File: src/design/dfau_consts.vh
`ifndef DFAU_CONSTS_VH
`define DFAU_CONSTS_VH

// Instruction word fields.
`define DFAU_MAJOR_HI 31
`define DFAU_MAJOR_LO 26
`define DFAU_SRCB_HI 25
`define DFAU_SRCB_LO 21
`define DFAU_SRCA_HI 20
`define DFAU_SRCA_LO 16
`define DFAU_DEST_HI 15
`define DFAU_DEST_LO 11
`define DFAU_MAJOR_GROUP 6'h00

// Minor codes in bits 10..0; the 10-bit ones also require bit 10 low.
`define DFAU_MIN_SAT_WORD 11'h305
`define DFAU_MIN_HALV_PH 11'h04D
`define DFAU_MIN_RHALV_PH 11'h44D
`define DFAU_MIN_HALV_W 11'h08D
`define DFAU_MIN_RHALV_W 11'h48D
`define DFAU_MIN_SET_CARRY 11'h385

// Status register fields and reset value.
`define DFAU_OUFLAG_BIT 20
`define DFAU_CARRY_BIT 13
`define DFAU_CTL_RESET 32'h0000_0000

// Saturation limits.
`define DFAU_SAT_POS 32'h7FFF_FFFF
`define DFAU_SAT_NEG 32'h8000_0000

// Operation select codes between decoder and datapath.
`define DFAU_OP_NONE 3'h0
`define DFAU_OP_SAT_WORD 3'h1
`define DFAU_OP_HALV_PH 3'h2
`define DFAU_OP_RHALV_PH 3'h3
`define DFAU_OP_HALV_W 3'h4
`define DFAU_OP_RHALV_W 3'h5
`define DFAU_OP_SET_CARRY 3'h6

`endif

File: src/design/dfau_alu.v
`timescale 1ns/10ps
`include "dfau_consts.vh"

// Pure combinational arithmetic for the supported add instructions.
module dfau_alu (
  // Operation and operands
  input wire [2:0] op,
  input wire [31:0] src_a,
  input wire [31:0] src_b,
  // Results
  output reg [31:0] result,
  output reg sat_hit,
  output reg carry_out
);

  // Halving halfword add: 17-bit interim sum, optional round, keep bits 16..1.
  function [15:0] dfau_half16;
    input [15:0] a;
    input [15:0] b;
    input rnd;
    reg [16:0] t;
    begin
      t = {a[15], a} + {b[15], b} + {16'h0000, rnd};
      dfau_half16 = t[16:1];
    end
  endfunction

  reg [32:0] sum_s;
  reg [32:0] sum_u;

  always @* begin
    sum_s = {src_a[31], src_a} + {src_b[31], src_b};
    sum_u = {1'b0, src_a} + {1'b0, src_b};
    result = 32'h0000_0000;
    sat_hit = 1'b0;
    carry_out = 1'b0;
    case (op)
      `DFAU_OP_SAT_WORD: begin
        if (sum_s[32] != sum_s[31]) begin
          sat_hit = 1'b1;
          result = sum_s[32] ? `DFAU_SAT_NEG : `DFAU_SAT_POS;
        end else begin
          result = sum_s[31:0];
        end
      end
      `DFAU_OP_HALV_PH: begin
        result = {dfau_half16(src_a[31:16], src_b[31:16], 1'b0),
                  dfau_half16(src_a[15:0], src_b[15:0], 1'b0)};
      end
      `DFAU_OP_RHALV_PH: begin
        result = {dfau_half16(src_a[31:16], src_b[31:16], 1'b1),
                  dfau_half16(src_a[15:0], src_b[15:0], 1'b1)};
      end
      `DFAU_OP_HALV_W: begin
        result = sum_s[32:1];
      end
      `DFAU_OP_RHALV_W: begin
        sum_s = sum_s + 33'h0_0000_0001;
        result = sum_s[32:1];
      end
      `DFAU_OP_SET_CARRY: begin
        result = sum_u[31:0];
        carry_out = sum_u[32];
      end
      default: begin
        result = 32'h0000_0000;
      end
    endcase
  end

endmodule

File: src/design/dfau_top.v
`timescale 1ns/10ps
`include "dfau_consts.vh"

// Function
// - Saturating word add clamps to limits
// - Saturating overflow sets status bit 20
// - Halving halfword add keeps bits 16..1
// - Rounding halfword add adds one first
// - Halving word add keeps bits 32..1
// - Rounding word add adds one first
// - Halving adds leave status untouched
// - Set-carry add writes carry to bit 13
// - Set-carry add leaves overflow flag alone
// - Absent or disabled module raises exceptions
module dfau_top (
  // Clock and reset
  input wire CLK,
  input wire RST_N,
  // Instruction issue from the decoder
  input wire ISSUE_VALID,
  input wire [31:0] INSTR_WORD,
  input wire UNIT_PRESENT,
  input wire UNIT_ENABLED,
  // Source operands from the register file, read at the named fields
  input wire [31:0] SRC_A_DATA,
  input wire [31:0] SRC_B_DATA,
  // Source register indices sent to the register file
  output reg [4:0] SRC_A_IDX,
  output reg [4:0] SRC_B_IDX,
  // Result writeback
  output reg WB_VALID,
  output reg [4:0] WB_IDX,
  output reg [31:0] WB_DATA,
  // Exceptions
  output reg EXC_RESERVED,
  output reg EXC_DISABLED,
  // Control/status register image
  input wire CTL_WR,
  input wire [31:0] CTL_WDATA,
  output reg [31:0] CTL_STATUS
);

  // One-hot pipeline states: idle, operands being fetched, execute.
  localparam ST_IDLE = 3'b001;
  localparam ST_FETCH = 3'b010;
  localparam ST_EXEC = 3'b100;

  reg [2:0] state_q;
  reg [2:0] state_d;
  reg [2:0] op_q;
  reg [2:0] op_d;
  reg [4:0] dest_q;
  wire [31:0] alu_result;
  wire alu_sat;
  wire alu_carry;
  wire issue_hit;
  reg exc_reserved_d;
  reg exc_disabled_d;
  reg wb_valid_d;
  reg [4:0] wb_idx_d;
  reg [31:0] wb_data_d;
  reg [31:0] status_d;
  reg [4:0] src_a_idx_d;
  reg [4:0] src_b_idx_d;
  reg [4:0] dest_d;

  // Maps the instruction word to an operation code; zero when not ours.
  function [2:0] dfau_decode;
    input [31:0] w;
    reg [10:0] mn;
    begin
      mn = w[10:0];
      dfau_decode = `DFAU_OP_NONE;
      if (w[`DFAU_MAJOR_HI:`DFAU_MAJOR_LO] == `DFAU_MAJOR_GROUP) begin
        case (mn)
          `DFAU_MIN_SAT_WORD: dfau_decode = `DFAU_OP_SAT_WORD;
          `DFAU_MIN_HALV_PH: dfau_decode = `DFAU_OP_HALV_PH;
          `DFAU_MIN_RHALV_PH: dfau_decode = `DFAU_OP_RHALV_PH;
          `DFAU_MIN_HALV_W: dfau_decode = `DFAU_OP_HALV_W;
          `DFAU_MIN_RHALV_W: dfau_decode = `DFAU_OP_RHALV_W;
          `DFAU_MIN_SET_CARRY: dfau_decode = `DFAU_OP_SET_CARRY;
          default: dfau_decode = `DFAU_OP_NONE;
        endcase
      end
    end
  endfunction

  dfau_alu dfau_alu_inst (
    .op(op_q),
    .src_a(SRC_A_DATA),
    .src_b(SRC_B_DATA),
    .result(alu_result),
    .sat_hit(alu_sat),
    .carry_out(alu_carry)
  );

  always @* begin
    op_d = dfau_decode(INSTR_WORD);
    state_d = ST_IDLE;
    case (state_q)
      ST_IDLE: begin
        if (ISSUE_VALID && op_d != `DFAU_OP_NONE && UNIT_PRESENT && UNIT_ENABLED) begin
          state_d = ST_FETCH;
        end
      end
      ST_FETCH: state_d = ST_EXEC;
      ST_EXEC: state_d = ST_IDLE;
      default: state_d = ST_IDLE;
    endcase
  end

  // An offer is taken only while idle and only for a word that decodes.
  assign issue_hit = (state_q == ST_IDLE) && ISSUE_VALID && (op_d != `DFAU_OP_NONE);

  // Exceptions depend only on presence and enable, never on the operands.
  always @* begin
    exc_reserved_d = 1'b0;
    exc_disabled_d = 1'b0;
    if (issue_hit) begin
      exc_reserved_d = !UNIT_PRESENT;
      exc_disabled_d = UNIT_PRESENT && !UNIT_ENABLED;
    end
  end

  // Indices stay on the register file ports until the next accepted offer.
  always @* begin
    src_a_idx_d = SRC_A_IDX;
    src_b_idx_d = SRC_B_IDX;
    dest_d = dest_q;
    if (issue_hit) begin
      src_b_idx_d = INSTR_WORD[`DFAU_SRCB_HI:`DFAU_SRCB_LO];
      src_a_idx_d = INSTR_WORD[`DFAU_SRCA_HI:`DFAU_SRCA_LO];
      dest_d = INSTR_WORD[`DFAU_DEST_HI:`DFAU_DEST_LO];
    end
  end

  // The valid pulse lasts one cycle; index and data hold until the next result.
  always @* begin
    wb_valid_d = 1'b0;
    wb_idx_d = WB_IDX;
    wb_data_d = WB_DATA;
    if (state_q == ST_EXEC) begin
      wb_valid_d = 1'b1;
      wb_idx_d = dest_q;
      wb_data_d = alu_result;
    end
  end

  // A software write loses, bit for bit, to a same-cycle hardware update.
  always @* begin
    status_d = CTL_STATUS;
    if (CTL_WR) begin
      status_d = CTL_WDATA;
    end
    if (state_q == ST_EXEC) begin
      case (op_q)
        `DFAU_OP_SAT_WORD: begin
          if (alu_sat) begin
            status_d[`DFAU_OUFLAG_BIT] = 1'b1;
          end
        end
        `DFAU_OP_SET_CARRY: begin
          // Only the carry bit moves; the overflow flag keeps its value.
          status_d[`DFAU_CARRY_BIT] = alu_carry;
        end
        default: begin
          // Halving adds leave every status field as it stands.
          status_d = CTL_WR ? CTL_WDATA : CTL_STATUS;
        end
      endcase
    end
  end

  always @(posedge CLK) begin
    if (!RST_N) begin
      state_q <= ST_IDLE;
    end else begin
      state_q <= state_d;
    end
  end

  always @(posedge CLK) begin
    if (!RST_N) begin
      op_q <= `DFAU_OP_NONE;
      dest_q <= 5'h00;
      SRC_A_IDX <= 5'h00;
      SRC_B_IDX <= 5'h00;
    end else begin
      if (issue_hit) begin
        op_q <= op_d;
      end
      dest_q <= dest_d;
      SRC_A_IDX <= src_a_idx_d;
      SRC_B_IDX <= src_b_idx_d;
    end
  end

  always @(posedge CLK) begin
    if (!RST_N) begin
      EXC_RESERVED <= 1'b0;
      EXC_DISABLED <= 1'b0;
    end else begin
      EXC_RESERVED <= exc_reserved_d;
      EXC_DISABLED <= exc_disabled_d;
    end
  end

  always @(posedge CLK) begin
    if (!RST_N) begin
      WB_VALID <= 1'b0;
      WB_IDX <= 5'h00;
      WB_DATA <= 32'h0000_0000;
    end else begin
      WB_VALID <= wb_valid_d;
      WB_IDX <= wb_idx_d;
      WB_DATA <= wb_data_d;
    end
  end

  always @(posedge CLK) begin
    if (!RST_N) begin
      CTL_STATUS <= `DFAU_CTL_RESET;
    end else begin
      CTL_STATUS <= status_d;
    end
  end

endmodule

File: config.mk
export PLATFORM = sky130hd
export DESIGN_NAME = dfau_top
export DESIGN_NICKNAME = d
export VERILOG_FILES = /design/src/design/dfau_alu.v /design/src/design/dfau_top.v
export VERILOG_INCLUDE_DIRS = /design/src /design/src/design
export SDC_FILE = /design/constraint.sdc
export NUM_CORES = 1
export LEC_CHECK = 0
export BUFFER_PORTS_ARGS = -buffer_cell sky130_fd_sc_hd__buf_4
export CORE_MARGIN = 2
export CORE_UTILIZATION = 45
export CTS_CLUSTER_SIZE = 24
export DETAILED_ROUTE_END_ITERATION = 7
export PLACE_DENSITY = 0.74
export SLEW_MARGIN = 20
export SYNTH_ARGS = -nofsm -noshare
export SYNTH_HDL_FRONTEND = slang
export SYNTH_HIERARCHICAL = 1
export SYNTH_SLANG_ARGS = --single-unit
File: constraint.sdc
create_clock -name CLK -period 9.6 [get_ports CLK]
set_input_delay 1.92 -clock CLK [delete_from_list [all_inputs] [get_ports CLK]]
set_output_delay 1.92 -clock CLK [all_outputs]
set_load 0.01 [all_outputs]
==> summary.txt <==
STA
  – Final setup skew: 0.00986 ns
  – F_max: 180 MHz
  – Count of final setup violators: 0
  – Final Hold Vio Count: 0
  – Worst-margin pin slew: 0.942 ns
  – RSZ-0062 raised after global routing: no
  – Slew HR: 0.372
  – Setup TNS: 0 ns
  – Hold WS: 0.445 ns
  – Fin. max-slew vios: 0
  – Final period util: 0.580
  – Crit path time final: 5.57 ns

Global routing
  – Largest net degree at the start of global routing: 111
  – Initial antenna violation count: 0
  – Number of global-route vias before repair: 8128
  – Global-route wire length before repair: 41.9 mm
  – Total GRT Usage: 0.259
  – GRT overflow: 0

Hold path
  – Hold Startpoint: state_q[0]
  – HP Class: register to register

Final layout
  – Area of the multi-input gates: 0.00600 mm2
  – FILL cells: 1711
  – Nets@finish: 1431
  – Leading cell type in the layout, fill and taps excluded: buf_4
  – Register area: 0.00186 mm2
  – N_diodes: 0
  – Layout cells sized above 1: 0.224
  – Most frequent cells in the layout: buf_4 (221), nand2_1 (198), dfxtp_1 (93)
  – Synthesis-to-layout area growth: 23.3%

Placed design
  – IO buf count: 215
  – Routability Congestion: 0.965
  – HPWL reported at the end of detailed placement: 20.5 mm

Detailed routing
  – Initial DRT Pass Iterations: 8
  – Post-Route WL: 26.1 mm
  – Final ANT Viol Nets: 0
  – Via count: 8726
  – Vias per cell: 5.84
  – Number of DRC violations after detailed-routing iteration 0: 574
  – # DRC: 0
  – Avg WL per Cell: 17.4 um

Clocking
  – H-tree levels: 3
  – Clock latency on the worst-skew pair: 0.34 ns
  – CTS tree: done
  – CTS Buf Count: 9
  – Hold Buf Count CTS: 0
  – Worst-path clk slew: 0.07 ns
  – CTS Sinks: 93
  – Max clock buf depth: 2
  – Postcts setup bufs: 0
  – Clock root buffer: clkbuf_16
  – Post-cts sizing count: 0

Pwr
  – Maximum vdd ir drop: 0.0967 mV
  – PwrDens: 117 mW/mm2
  – Total leakage power: 4.15 nW

Floorplan
  – # rows: 49
  – Die width: 139 um
  – Full die area: 0.0195 mm2
  – Starting Density: 0.460
  – Io pins: 216
  – Die span in y: 139 um
  – Core ar.: 0.0180 mm2

Logic synthesis
  – Post-Synthesis Net Count: 1260
  – Synthesis-stage register bit count: 93
  – Number of flops mapped to enable cells by yosys: 0
  – Synth async-reset ratio: 0
  – Yosys cell types: 99
  – Synth Warn #: 6
  – Ys flop type: dfxtp_1
  – Synth Area per Inst: 7.58 um2
  – Register area share after synthesis: 0.225
  – Post-synthesis instance total: 1090
  – Mapped Area: 0.00826 mm2

Worst setup path
  – CP cell instances: buf_4, ha_1, inv_1, fa_1, nand2b_1, a211oi_1, a31o_2, a211oi_2, and2_1, a31o_2, o21ai_2, a211oi_1, o21ai_0, nand2_1, a21boi_0
  – CP bufs+invs: 2
  – Crit Path Max Fanout: 19
  – Critical path's slowest cell: o21ai_2
  – Crit path launch: SRC_A_DATA[16]
  – Critical path class: primary input to register
  – CP top delay family: compound AO/OA/AOI/OAI gates
  – Data required, critical path: 9.86 ns
  – WP data arrival: 5.83 ns
  – CP endpoint kind: register
  – Worst stage delay on the critical path: 0.65 ns
  – RR Startpoint: op_q[0]
  – Worst setup SP type: primary input

Outcome
  – Status: complete, no violations

Flow run
  – Max cap viols: 0
flip-flops by register name, summed over array words and instances, names as in the netlist, 3 cells and up:
register    cells
SRC_A_IDX       5
dest_q          5
op_q            3
CTL_STATUS     32
SRC_B_IDX       5
WB_DATA        32
WB_IDX          5
state_q         3
per-stage QoR:
step / power (mW) / cells / cell area, um2 / setup slack [ns] / util
2_1_floorplan: 0.703 / 1090 / 8260 / 4.55 / -
3_3_place_gp: 0.822 / 1479 / 9880 / 3.75 / 0.550
3_5_place_dp: 0.827 / 1479 / 9880 / 3.76 / 0.550
4_1_cts: 1.19 / 1495 / 10200 / 4.12 / 0.567
5_1_grt: 1.26 / 1495 / 10200 / 3.86 / 0.567
6_report: 1.19 / 1495 / 10200 / 4.03 / 0.567
path summary, 6_finish.rpt:
| kind | depth (start not counted) | slack [ns] | end |
|---|---|---|---|
| hold / removal | 1 | 0.44 | state_q[2] |
| hold reg to reg | 1 | 0.44 | state_q[2] |
| setup / recovery | 15 | 4.03 | WB_DATA[17] |
| setup reg to reg | 8 | 6.69 | WB_DATA[17] |
cells in the mapped netlist, drive strengths merged (6+ instances only):
cell type  count  area share
dfxtp         93        0.23
o22ai         10      0.0076
a21boi        43       0.040
nand2        198       0.090
a221oi        10       0.011
o211ai        15       0.014
and2          12      0.0095
clkbuf        41       0.022
inv           17      0.0077
nand4         25       0.020
xnor2         43       0.046
nor2b         37       0.028
or3            7      0.0061
a21oi         52       0.033
nor2          82       0.038
nor4          14       0.017
a211oi        13       0.015
and4           6      0.0065
o21ai         73       0.046
mux2i         53       0.064
buf           20       0.019
o21a          10       0.010
xor2          34       0.037
ha            34       0.052
a21o           7      0.0064
nand3         30       0.019
and3          13       0.010
nor3          23       0.014
cell families (layout without fill, tap and decap cells):
group / after synthesis / in the layout / synth area share
and+or+nand+nor: 475 / 475 / 0.288
AOI/OAI and AO/OA: 275 / 275 / 0.232
DFF: 93 / 93 / 0.225
muxes: 54 / 54 / 0.0656
buffers and inverters: 79 / 255 / 0.0488
xor gates and xnor gates: 77 / 77 / 0.0826
adders and majority gates: 37 / 37 / 0.0576
metal layers:
metal  track usage  vias up  share of wire
li1              -     4253              -
met1         0.342     4024           0.43
met2         0.435      400           0.47
met3        0.0375       49          0.078
met4        0.0883        0          0.024
met5             0        -              0
power breakdown:
group / internal [mW] / leakage [nW] / switching [mW]
combinational: 0.172 / 3.25 / 0.257
clock: 0.206 / 0.153 / 0.160
sequential: 0.394 / 0.755 / 0.00434
area by class of cell:
cell class                 count  area share
clock buffer                   9      0.0221
clock inverter                 7     0.00762
inverter                      18     0.00664
multi-input combinational    918       0.590
sequential                    93       0.183
tap                          229      0.0281
timing repair buffer         221       0.163
Note: power is estimated with default switching activity, not from simulation.
